`config.mk`:
```
export PLATFORM = sky130hd
export DESIGN_NAME = scc_channel
export DESIGN_NICKNAME = d
export VERILOG_FILES = /design/src/scc_pkg.sv /design/src/scc_channel.sv /design/src/scc_pcfifo.sv /design/src/scc_detect.sv
export VERILOG_INCLUDE_DIRS = /design/src /design/src/src
export SDC_FILE = /design/constraint.sdc
export NUM_CORES = 1
export LEC_CHECK = 0
export BUFFER_PORTS_ARGS = -buffer_cell sky130_fd_sc_hd__clkbuf_2
export CORE_MARGIN = 4
export CORE_UTILIZATION = 30
export DETAILED_ROUTE_END_ITERATION = 16
export GPL_ROUTABILITY_DRIVEN = 0
export PLACE_DENSITY = 0.56
export SYNTH_ARGS = -nofsm -noshare
export SYNTH_HDL_FRONTEND = slang
export SYNTH_SLANG_ARGS = --single-unit
```
`constraint.sdc`:
```
create_clock -name clk -period 1.6 [get_ports clk]
set_input_delay 0.08 -clock clk [delete_from_list [all_inputs] [get_ports clk]]
set_output_delay 0.08 -clock clk [all_outputs]
set_load 0.01 [all_outputs]
```
`src/scc_params.svh`:
```
// constants for the serdes channel control block
`ifndef SCC_PARAMS_SVH
`define SCC_PARAMS_SVH
`define SCC_CLK_PERIOD_PS 25000
`define SCC_EI_ENTER_NS 8
`define SCC_EI_HOLD_NS 20
`define SCC_EI_ENTER_CYC (((`SCC_EI_ENTER_NS * 1000) / `SCC_CLK_PERIOD_PS) < 1 ? 1 : ((`SCC_EI_ENTER_NS * 1000) / `SCC_CLK_PERIOD_PS))
`define SCC_EI_HOLD_CYC (((`SCC_EI_HOLD_NS * 1000) + `SCC_CLK_PERIOD_PS - 1) / `SCC_CLK_PERIOD_PS)
`define SCC_DET_MIN_CYC 10
`define SCC_STATUS_FOUND 3'h3
`define SCC_STATUS_NONE 3'h0
`define SCC_COMMA_COUNT 2'h3
`define SCC_K28_5 8'hbc
`define SCC_SLIP_MAX 4'h9
`define SCC_LOW_POWER_ONE 2'h2
`define SCC_LOCK_AUTO 2'h0
`define SCC_LOCK_REF 2'h1
`endif

```
`src/scc_pkg.sv`:
```
// types for the serdes channel control block
package scc_pkg;
  typedef enum logic [1:0] {
    SCC_DET_IDLE = 2'b00,
    SCC_DET_RUN  = 2'b01,
    SCC_DET_DONE = 2'b10
  } scc_det_t;
  typedef enum logic [1:0] {
    SCC_TX_RESET = 2'b00,
    SCC_TX_COMMA = 2'b01,
    SCC_TX_USER  = 2'b10
  } scc_tx_t;
endpackage

```
`src/scc_channel.sv`:
```
// control and status for one serdes channel
// ----------------------------------------
// ----------------------------------------
`timescale 1ns/1ps
`include "scc_params.svh"
module scc_channel #(
  parameter int CH_INDEX = 0,
  parameter int BOND_WIDTH = 1,
  parameter int FIFO_AW = 3,
  parameter int DET_CYC = 4,
  parameter int SCAN_CYC = 4
) (
  // clock and reset
  input wire logic clk,
  input wire logic rstn,
  // mode selection
  input wire logic gigabit_ethernet_mode,
  input wire logic basic_8b10b_mode,
  input wire logic pipe_mode,
  input wire logic bonded_in,
  // transmit control
  input wire logic tx_logic_reset,
  input wire logic force_idle,
  input wire logic [1:0] power_down,
  input wire logic eios_sent,
  input wire logic [7:0] user_data,
  input wire logic user_valid,
  // receiver detect
  input wire logic det_req,
  input wire logic rx_present,
  // receive control
  input wire logic rx_analog_reset,
  input wire logic rx_digital_reset,
  input wire logic force_data_lock,
  input wire logic force_ref_lock,
  input wire logic cdr_data_ok,
  input wire logic rx_above_threshold,
  input wire logic recov_clk_in,
  input wire logic [3:0] slip_raw,
  input wire logic manual_align_mode,
  // fifo traffic and bonded shared control
  input wire logic fifo_wr,
  input wire logic fifo_rd,
  input wire logic bond_full_in,
  input wire logic bond_empty_in,
  // pll reconfiguration
  input wire logic pll_update_req,
  // transmit outputs
  output logic [7:0] tx_word,
  output logic tx_is_comma,
  output logic tx_elec_idle,
  // detect answer
  output logic phy_done,
  output logic [2:0] phy_status,
  // receive status
  output logic rx_fifo_fault,
  output logic [3:0] slip_count_out,
  output logic cdr_lock_data,
  output logic lock_to_reference,
  output logic signal_present,
  output logic recov_clk_out,
  // bonding status
  output logic bond_legal,
  output logic fifo_full,
  output logic fifo_empty,
  // pll reconfiguration answer
  output logic scan_finished,
  output logic pll_areset_req
);
  localparam int EI_HOLD = `SCC_EI_HOLD_CYC;
  localparam int EI_ENTER = `SCC_EI_ENTER_CYC;

  typedef struct packed {
    scc_pkg::scc_tx_t tx_st;
    logic [1:0] comma_cnt;
    logic [7:0] word;
    logic comma;
    logic idle;
    logic [7:0] idle_cnt;
    logic [7:0] enter_cnt;
    logic enter_pend;
    logic fault;
    logic [3:0] slip;
    logic lock_data;
    logic lock_ref;
    logic sig;
    logic scan_busy;
    logic [7:0] scan_cnt;
    logic scan_done;
    logic areset;
  } scc_ch_t;

  scc_ch_t s_q;
  scc_ch_t s_d;
  logic own_full;
  logic own_empty;
  logic use_full;
  logic use_empty;
  logic is_bonded;
  logic det_req_ok;

  // ----------------------------------------
  // sub blocks
  // ----------------------------------------
  // detect only taken in the low power state, a stray request is dropped
  assign det_req_ok = det_req && (power_down == `SCC_LOW_POWER_ONE) && s_q.idle;

  scc_detect #(
    .DET_CYC(DET_CYC)
  ) u_det (
    .clk(clk),
    .rstn(rstn),
    .det_req(det_req_ok),
    .rx_present(rx_present),
    .phy_done(phy_done),
    .phy_status(phy_status)
  );

  scc_pcfifo #(
    .AW(FIFO_AW)
  ) u_fifo (
    .clk(clk),
    .rstn(rstn),
    .wr_en(fifo_wr),
    .rd_en(fifo_rd),
    .full(own_full),
    .empty(own_empty)
  );

  // ----------------------------------------
  // bonding
  // ----------------------------------------
  // legal bonding groups only
  assign bond_legal = (BOND_WIDTH == 1) || (BOND_WIDTH == 4) || ((BOND_WIDTH == 2) && (CH_INDEX < 2));
  assign is_bonded = bonded_in && bond_legal && (BOND_WIDTH > 1);
  // bonded channels follow shared pointer status for the fault flag only
  // non-bonded channels use their own pointers
  assign use_full = is_bonded ? bond_full_in : own_full;
  assign use_empty = is_bonded ? bond_empty_in : own_empty;
  assign fifo_full = own_full;
  assign fifo_empty = own_empty;

  // recovered clock passes only in gigabit ethernet
  assign recov_clk_out = gigabit_ethernet_mode & recov_clk_in;

  assign tx_word = s_q.word;
  assign tx_is_comma = s_q.comma;
  assign tx_elec_idle = s_q.idle;
  assign rx_fifo_fault = s_q.fault;
  assign slip_count_out = s_q.slip;
  assign cdr_lock_data = s_q.lock_data;
  assign lock_to_reference = s_q.lock_ref;
  assign signal_present = s_q.sig;
  assign scan_finished = s_q.scan_done;
  assign pll_areset_req = s_q.areset;

  // ----------------------------------------
  // next state
  // ----------------------------------------
  always_comb
  begin
    s_d = s_q;
    s_d.comma = 1'b0;
    s_d.scan_done = 1'b0;
    s_d.areset = 1'b0;
    // start-up commas ahead of user data, in gigabit ethernet mode only
    case (s_q.tx_st)
      scc_pkg::SCC_TX_RESET:
      begin
        s_d.word = 8'h00;
        if (!tx_logic_reset)
        begin
          s_d.tx_st = gigabit_ethernet_mode ? scc_pkg::SCC_TX_COMMA : scc_pkg::SCC_TX_USER;
          s_d.comma_cnt = 2'h0;
        end
      end
      scc_pkg::SCC_TX_COMMA:
      begin
        s_d.word = `SCC_K28_5;
        s_d.comma = 1'b1;
        s_d.comma_cnt = s_q.comma_cnt + 2'h1;
        if (s_q.comma_cnt == `SCC_COMMA_COUNT - 2'h1)
        begin
          s_d.tx_st = scc_pkg::SCC_TX_USER;
        end
      end
      scc_pkg::SCC_TX_USER:
      begin
        // odd data spacing is left to the fabric
        if (user_valid)
        begin
          s_d.word = user_data;
        end
      end
      default:
      begin
        s_d.tx_st = scc_pkg::SCC_TX_RESET;
      end
    endcase
    if (tx_logic_reset)
    begin
      s_d.tx_st = scc_pkg::SCC_TX_RESET;
    end
    // idle entry after the ordered set, bounded by enter count
    if (eios_sent && !s_q.idle)
    begin
      s_d.enter_pend = 1'b1;
      s_d.enter_cnt = 8'h00;
    end
    if (s_q.enter_pend)
    begin
      s_d.enter_cnt = s_q.enter_cnt + 8'h01;
      if (s_q.enter_cnt >= 8'(EI_ENTER - 1))
      begin
        s_d.idle = 1'b1;
        s_d.enter_pend = 1'b0;
        s_d.idle_cnt = 8'h00;
      end
    end
    if (force_idle && !s_q.idle)
    begin
      s_d.idle = 1'b1;
      s_d.enter_pend = 1'b0;
      s_d.idle_cnt = 8'h00;
    end
    // minimum idle dwell before leaving
    if (s_q.idle)
    begin
      if (s_q.idle_cnt != 8'hff)
      begin
        s_d.idle_cnt = s_q.idle_cnt + 8'h01;
      end
      if (!force_idle && !eios_sent && (s_q.idle_cnt >= 8'(EI_HOLD - 1)))
      begin
        s_d.idle = 1'b0;
      end
    end
    // fifo fault level
    s_d.fault = use_full | use_empty;
    // slip count clamped to nine, zero outside manual mode
    s_d.slip = !manual_align_mode ? 4'h0 : ((slip_raw > `SCC_SLIP_MAX) ? `SCC_SLIP_MAX : slip_raw);
    // lock mode select, analog reset forces reference, otherwise data lock wins over reference
    if (rx_analog_reset)
    begin
      s_d.lock_ref = 1'b1;
      s_d.lock_data = 1'b0;
    end
    else if (force_data_lock)
    begin
      s_d.lock_ref = 1'b0;
      s_d.lock_data = 1'b1;
    end
    else if ({force_data_lock, force_ref_lock} == `SCC_LOCK_REF)
    begin
      s_d.lock_ref = 1'b1;
      s_d.lock_data = 1'b0;
    end
    else
    begin
      s_d.lock_ref = !cdr_data_ok;
      s_d.lock_data = cdr_data_ok;
    end
    // lock flag mirrors data lock
    s_d.lock_data = s_d.lock_data & !s_d.lock_ref;
    // signal present only in modes that offer it
    s_d.sig = (basic_8b10b_mode | pipe_mode) & rx_above_threshold & !rx_digital_reset;
    // pll scan under held resets, then done and reset pulse
    if (pll_update_req && !s_q.scan_busy && tx_logic_reset && rx_analog_reset && rx_digital_reset)
    begin
      s_d.scan_busy = 1'b1;
      s_d.scan_cnt = 8'h00;
    end
    if (s_q.scan_busy)
    begin
      s_d.scan_cnt = s_q.scan_cnt + 8'h01;
      if (s_q.scan_cnt == 8'(SCAN_CYC - 1))
      begin
        s_d.scan_busy = 1'b0;
        s_d.scan_done = 1'b1;
      end
    end
    // pll reset pulse follows scan done by one cycle
    if (s_q.scan_done)
    begin
      s_d.areset = 1'b1;
    end
  end

  // ----------------------------------------
  // state register
  // ----------------------------------------
  // reset leaves the transmitter idle and the cdr on reference
  always_ff @(posedge clk or negedge rstn)
  begin
    if (!rstn)
    begin
      s_q <= '0;
      s_q.idle <= 1'b1;
      s_q.lock_ref <= 1'b1;
    end
    else
    begin
      s_q <= s_d;
    end
  end
endmodule

```
`src/scc_pcfifo.sv`:
```
// phase compensation fifo pointer and status block
`timescale 1ns/1ps
`include "scc_params.svh"
module scc_pcfifo #(
  parameter int AW = 3
) (
  // clock and reset
  input wire logic clk,
  input wire logic rstn,
  // pointer control
  input wire logic wr_en,
  input wire logic rd_en,
  // status
  output logic full,
  output logic empty
);
  typedef struct packed {
    logic [AW:0] wp;
    logic [AW:0] rp;
  } scc_pf_t;
  scc_pf_t s_q;
  scc_pf_t s_d;
  logic do_wr;
  logic do_rd;
  assign full = (s_q.wp[AW] != s_q.rp[AW]) && (s_q.wp[AW-1:0] == s_q.rp[AW-1:0]);
  assign empty = (s_q.wp == s_q.rp);
  assign do_wr = wr_en && !full;
  assign do_rd = rd_en && !empty;
  always_comb
  begin
    s_d = s_q;
    if (do_wr)
    begin
      s_d.wp = s_q.wp + {{AW{1'b0}}, 1'b1};
    end
    if (do_rd)
    begin
      s_d.rp = s_q.rp + {{AW{1'b0}}, 1'b1};
    end
  end
  always_ff @(posedge clk or negedge rstn)
  begin
    if (!rstn)
    begin
      s_q <= '0;
    end
    else
    begin
      s_q <= s_d;
    end
  end
endmodule

```
`src/scc_detect.sv`:
```
// receiver detect handshake sequencer
`timescale 1ns/1ps
`include "scc_params.svh"
module scc_detect #(
  parameter int DET_CYC = 4
) (
  // clock and reset
  input wire logic clk,
  input wire logic rstn,
  // request and line result
  input wire logic det_req,
  input wire logic rx_present,
  // answer
  output logic phy_done,
  output logic [2:0] phy_status
);
  typedef struct packed {
    scc_pkg::scc_det_t st;
    logic [7:0] cnt;
    logic found;
    logic done;
    logic [2:0] status;
  } scc_dt_t;
  scc_dt_t s_q;
  scc_dt_t s_d;
  assign phy_done = s_q.done;
  assign phy_status = s_q.status;
  always_comb
  begin
    s_d = s_q;
    s_d.done = 1'b0;
    case (s_q.st)
      scc_pkg::SCC_DET_IDLE:
      begin
        if (det_req)
        begin
          s_d.st = scc_pkg::SCC_DET_RUN;
          s_d.cnt = '0;
        end
      end
      scc_pkg::SCC_DET_RUN:
      begin
        s_d.cnt = s_q.cnt + 8'h01;
        if (s_q.cnt == 8'(DET_CYC - 1))
        begin
          s_d.st = scc_pkg::SCC_DET_DONE;
          s_d.found = rx_present;
        end
      end
      scc_pkg::SCC_DET_DONE:
      begin
        // one-cycle done with the detection result
        s_d.done = 1'b1;
        s_d.status = s_q.found ? `SCC_STATUS_FOUND : `SCC_STATUS_NONE;
        s_d.st = scc_pkg::SCC_DET_IDLE;
      end
      default:
      begin
        s_d.st = scc_pkg::SCC_DET_IDLE;
      end
    endcase
  end
  always_ff @(posedge clk or negedge rstn)
  begin
    if (!rstn)
    begin
      s_q <= '0;
    end
    else
    begin
      s_q <= s_d;
    end
  end
endmodule

```
Word-level counts from Yosys, hierarchy flattened:

Index checks and enable logic that the tools add are counted.

* $lt $le $gt $ge: 3
* reductions and logical operators: 35
* shift-type cells: 0
* eq/ne operators: 19
* add/sub/neg operators: 7
* muxes and demuxes: 34
* bitwise gates (word level): 6
* divide/modulo/power cells: 0
* multiply operators: 0

Operator list (number)
* 2-to-1 mux 9 bit: 5
* adder 8 x 1 -> 8 bit, second input constant: 4
* case mux 8 bit (3 select lines): 1
* 2-to-1 mux 10 bit: 2
* 2-to-1 mux 18 bit: 1
* equality test 8 x 2 -> 1 bit, second input constant: 2
* >= comparator 8 x 1 -> 1 bit, second input constant: 2
* 2-to-1 mux 2 bit: 8
* 2-to-1 mux 4 bit: 4
* 2-to-1 mux 8 bit: 2
* case mux 8 bit (2 select lines): 1
* logical AND 1 bit: 13
* AND reduction 2 bit: 6
* logical NOT 1 bit: 9
* adder 4 x 1 -> 4 bit, second input constant: 2
* equality test 2 bit, second input constant: 4
* != test 2 bit, second input constant: 4
* != test 8 bit, second input constant: 1
* case mux 2 bit (2 select lines): 2
* nonzero test 2 bit: 4
* 2-to-1 mux 1 bit: 7
* equality test 2 x 1 -> 1 bit, second input constant: 3
* case mux 2 bit (3 select lines): 1
* bitwise AND 1 bit: 4
* 10 further kinds: 12

* ROM bits: 0
* output and inout bits: 28
* bits in registers: 73
* input port bits: 39
* memories kept: 0
* logic and storage cells: 128
* latch bits: 0
* memory bits (writable): 0

Logic depth before layout (Yosys ltp):

* depth after elaboration: 8
* mapped depth: 7
* gate-level depth less buffers: 6

Cells and area by module:

A second synthesis with hierarchy kept.

* cells, all modules: 242
* area, all modules: 2778.9 um^2

By module, submodules not included
* scc_channel: instances 1, sequential area each 853.3 um^2, area an instance 1660.3 um^2, cells an instance 146
* scc_detect: instances 1, sequential area each 325.3 um^2, area an instance 633.1 um^2, cells an instance 54
* scc_pcfifo: instances 1, sequential area each 200.2 um^2, area an instance 485.5 um^2, cells an instance 42

Worst setup path after synthesis:

Ideal clock, no wire load.

* path kind: reg2reg
* start: register u_det.s_q[5] (netlist bit)
* end: register u_det.s_q[4] (netlist bit)
* slack: -160 ps
* cell stages (with the launch flop): 6
* buffers on the path: 0
* data required time: 1475 ps
* library setup time: 125 ps
* period minus slack after synthesis: 1760 ps
* arrival: 1635 ps
* cells stage by stage: dfrtp_1 -> ha_1 -> or4b_1 -> nor4_2 -> and2_4 -> mux2_4

* cells in the longest elaborated chain, start to end: 2

Ends and longest elaborated chain
* from (decl): line scc_detect.sv:24 `scc_dt_t s_q;`
* from (signal assigned): line scc_detect.sv:67 `s_q <= '0;`
* from (signal assigned): line scc_detect.sv:71 `s_q <= s_d;`
* equality test 8 x 2 -> 1 bit: line scc_detect.sv:44 `if (s_q.cnt == 8'(DET_CYC - 1))`
* AND reduction 2 bit (no source line)

Every way passes these cells.
A chain may end at the register's enable or synchronous reset.

Worst setup path in the final report:

* start: register u_det.s_q[6] (netlist bit)
* end: register u_det.s_q[4] (netlist bit)

Same word-level chain as after synthesis.

==> flow_metrics.env <==
export IMPL_outcome="complete, but fails checks"
export IMPL_violations_in_the_final_reports="setup timing"
export IMPL_internal_power_mw=3.26
export IMPL_p_comb_share_pct=42.2
export IMPL_netlist_cell_type_count=49
export IMPL_r2r_start="u_det.s_q[6]$_DFFE_PN0P_"
export IMPL_register_area_um2=1380
export IMPL_finalSetupViolations=1
export IMPL_die_h_um=101
export IMPL_dr_pass1_iters=4
export IMPL_layoutNonFillerInstCount=427
export IMPL_number_of_instances_in_the_synthesized_netlist=248
export IMPL_clockRootBuffer="sky130_fd_sc_hd__clkbuf_8"
export IMPL_max_freq_ghz=0.560
export IMPL_first_global_vias=2001
export IMPL_htree_num_levels=2
export IMPL_edff_count_synth=0
export IMPL_detailedRoute_firstIterationViolations=43
export IMPL_synth_largest_area_cell="sky130_fd_sc_hd__dfrtp_1"
export IMPL_numCtsBuffers=5
export IMPL_grt_ovfl_total=0
export IMPL_max_cap_violations=0
export IMPL_critical_path_endpoint_type="register"
export IMPL_worstHoldStart="user_data[1]"
export IMPL_path_clk_slew_ps=90
export IMPL_multi_input_area_um2=1090
export IMPL_design_portCount=67
export IMPL_dominantRegCellSynth="sky130_fd_sc_hd__dfrtp_1"
export IMPL_drt_wirelength_per_cell_um=12.1
export IMPL_seq_area_frac_synth_pct=52.8
export IMPL_power_leakage_nw=1.59
export IMPL_floorplan_die_width_um=101
export IMPL_syn_cell_area_um2=2610
export IMPL_maximum_vdd_ir_drop_uv=730
export IMPL_critical_path_reg2reg_endpoint="u_det.s_q[4]$_DFFE_PN0P_"
export IMPL_final_layout_size_suffix_gt1_share_pct=33.5
export IMPL_wirelength_mm=5.15
export IMPL_clock_sinks=55
export IMPL_finalHoldViolCount=0
export IMPL_synth_fp_nets=295
export IMPL_power_density_cell_area_nw_per_um2=1590
export IMPL_fillCellCount=830
export IMPL_synth_async_sr_flop_share_pct=100
export IMPL_num_nets_final=369
export IMPL_grt_util_all_layers_pct=10.6
export IMPL_worst_ep_arrival_time_ps=1980
export IMPL_synth_area_leaders="sky130_fd_sc_hd__dfrtp_1, sky130_fd_sc_hd__buf_4, sky130_fd_sc_hd__o21ai_0"
export IMPL_detail_route_vias_per_cell=4.61
export IMPL_final_area_um2=3270
export IMPL_grt_pass1_wl_mm=8.91
export IMPL_worst_r2r_cell_count=5
export IMPL_flip_flop_and_latch_count_after_synthesis=55
export IMPL_antenna_found_initial=0
export IMPL_vias=1968
export IMPL_yosys_warnings=0
export IMPL_hold_depth=3
export IMPL_net_switching_power_mw=1.94
export IMPL_seqPwrFrac_pct=43.0
export IMPL_r2r_setup_slack_ps=-190
export IMPL_post_synth_top_area_fraction_pct=50.8
export IMPL_finClkSkew_ps=5.09
export IMPL_p_clk_share_pct=14.8
export IMPL_dp_slack_ps=-156
export IMPL_power_switching_fraction_pct=37.4
export IMPL_initial_utilization_pct=31.3
export IMPL_die_area_um2=10300
export IMPL_whs_endpoint="tx_word[1]$_DFFE_PN0P_"
export IMPL_worst_ep_required_time_ps=1800
export IMPL_holdCritPathClass="input port to register"
export IMPL_path_class="register to register"
export IMPL_clock_latency_ps=300
export IMPL_placed_cell_area_um2=3050
export IMPL_worst_slack_ps=-186
export IMPL_fin_tns_setup_ps=-186
export IMPL_drc=0
export IMPL_largest_net_degree_at_the_start_of_global_routing=56
export IMPL_dp_cells=409
export IMPL_placement_rows=33
export IMPL_syn2layout_area_growth_pct=25.2
export IMPL_ctsLongestPathBuffers=2
export IMPL_post_synth_cell_area_avg_um2=10.5
export IMPL_diodes=0
export IMPL_period_utilisation_layout_pct=112
export IMPL_slew_violations=0
export IMPL_rsz0062_at_grt="true"
export IMPL_detailed_place_hpwl_mm=3.72
export IMPL_core_region_area_um2=8340
export IMPL_drt_antenna_violating_nets=0
export IMPL_tritoncts="built"
export IMPL_final_min_clock_period_ps=1790
export IMPL_timing_critical_path_from_type="register"
export IMPL_place_port_buffers=61
export IMPL_critical_path_max_fanout=2
-- cell families (layout without fill, tap and decap cells) --
family | count (synthesis) | after routing | synth area share, %
muxes | 7 | 7 | 3.07
other | 2 | 2 | 0.288
and+or+nand+nor | 86 | 86 | 17.9
adders and majority gates | 8 | 8 | 3.84
DFF | 55 | 55 | 52.8
xor gates and xnor gates | 11 | 11 | 3.69
AOI/OAI and AO/OA | 49 | 49 | 11.7
buffers and inverters | 30 | 104 | 6.71
-- per-stage QoR --
step / power [mW] / hold WS (ps) / utilization, %
6_report: 5.20 / 15.8 / 39.2
5_1_grt: 5.65 / 6.26 / 39.2
4_1_cts: 5.16 / 7.41 / 38.6
2_1_floorplan: 3.68 / -216 / -
3_5_place_dp: 4.31 / 108 / 36.6
3_3_place_gp: 4.27 / 109 / 36.6
-- sequential cells by signal, indices dropped and copies added (netlist names) --
register,flops
s_q,14
u_det.s_q,11
tx_word,8
u_fifo.s_q,8
slip_count_out,4
cdr_lock_data,1
lock_to_reference,1
pll_areset_req,1
rx_fifo_fault,1
scan_finished,1
signal_present,1
tx_elec_idle,1
tx_is_comma,1
u_det.phy_done,1
u_det.phy_status,1
-- synth_stat cells, types with 4 or more instances --
master / count
sky130_fd_sc_hd__o21ai_0: 23
sky130_fd_sc_hd__nor2_1: 9
sky130_fd_sc_hd__ha_1: 8
sky130_fd_sc_hd__xnor2_1: 8
sky130_fd_sc_hd__buf_4: 16
sky130_fd_sc_hd__nand2_1: 25
sky130_fd_sc_hd__mux2_2: 4
sky130_fd_sc_hd__dfrtp_1: 53
sky130_fd_sc_hd__a21oi_1: 5
sky130_fd_sc_hd__nand4_1: 7
sky130_fd_sc_hd__a21o_1: 5
sky130_fd_sc_hd__inv_1: 8
sky130_fd_sc_hd__o211ai_1: 4
sky130_fd_sc_hd__nand3_1: 15
sky130_fd_sc_hd__nor2b_1: 5
-- power groups by stage --
stage | combinational (mW) | clock [mW] | sequential [mW]
after floorplan | 1.49 | 0 | 2.19
after detailed placement | 2.06 | 0 | 2.25
final | 2.19 | 0.769 | 2.24
after global routing | 2.49 | 0.867 | 2.30
after CTS | 2.11 | 0.810 | 2.24
after global placement | 2.03 | 0 | 2.24
-- what timing repair did --
action                                  4_1_cts  5_1_grt
gates resized for setup                       2        7
buffers inserted                              0        4
pin swaps                                     0        4
hold endpoints to repair                     59        0
hold buffers                                  7        0
endpoints found under the setup margin        1       10
-- worst max-delay path, cell delays in order (launching register included) --
cell and delay [ps]:
sky130_fd_sc_hd__dfrtp_1 380, sky130_fd_sc_hd__ha_2 180, sky130_fd_sc_hd__or4b_4 470, sky130_fd_sc_hd__nor4_4 170, sky130_fd_sc_hd__and2_4 190, sky130_fd_sc_hd__mux2_4 290
-- per-layer routing --
layer	part of all wire [%]	vias up	global-route usage, %
li1	-	997	-
met1	46	928	13.6
met2	48	40	17.2
met3	5.3	3	2.82
met4	0.41	0	3.68
met5	0	-	0
-- final cells by class --
class	count	area share, %
multi-input combinational	163	33.3
tap	105	4.02
inverter	8	0.919
clock inverter	1	0.153
clock buffer	6	2.53
sequential	55	42.2
timing repair buffer	89	16.8
-- worst max path at each step --
stage / startpoint / to / slack [ps] / depth (start not counted)
2_1_floorplan: u_det.s_q[5]$_DFFE_PN0P_ / u_det.s_q[4]$_DFFE_PN0P_ / -150 / 5
3_3_place_gp: u_det.s_q[5]$_DFFE_PN0P_ / u_det.s_q[4]$_DFFE_PN0P_ / -130 / 5
3_5_place_dp: u_det.s_q[5]$_DFFE_PN0P_ / u_det.s_q[4]$_DFFE_PN0P_ / -160 / 5
4_1_cts: u_det.s_q[5]$_DFFE_PN0P_ / u_det.s_q[4]$_DFFE_PN0P_ / -160 / 5
5_1_grt: u_det.s_q[6]$_DFFE_PN0P_ / u_det.s_q[4]$_DFFE_PN0P_ / -260 / 5
6_report: u_det.s_q[6]$_DFFE_PN0P_ / u_det.s_q[4]$_DFFE_PN0P_ / -190 / 5
-- layout by cell type, fill, tap and decap left out, types with 3 or more instances in the layout --
master,n
sky130_fd_sc_hd__dlygate4sd3_1,7
sky130_fd_sc_hd__nand2_1,25
sky130_fd_sc_hd__xnor2_1,7
sky130_fd_sc_hd__o211ai_1,4
sky130_fd_sc_hd__nor2_1,9
sky130_fd_sc_hd__dfrtp_1,52
sky130_fd_sc_hd__a21o_1,5
sky130_fd_sc_hd__inv_1,8
sky130_fd_sc_hd__clkbuf_2,60
sky130_fd_sc_hd__o21ai_0,22
sky130_fd_sc_hd__nand2b_1,3
sky130_fd_sc_hd__buf_4,19
sky130_fd_sc_hd__ha_1,7
sky130_fd_sc_hd__xor2_1,3
sky130_fd_sc_hd__nor2b_1,5
sky130_fd_sc_hd__nand4_1,7
sky130_fd_sc_hd__nand3_1,14
sky130_fd_sc_hd__clkbuf_8,6
sky130_fd_sc_hd__mux2_2,4
sky130_fd_sc_hd__a21oi_1,5
No activity file was read; power rests on OpenSTA's default activity.
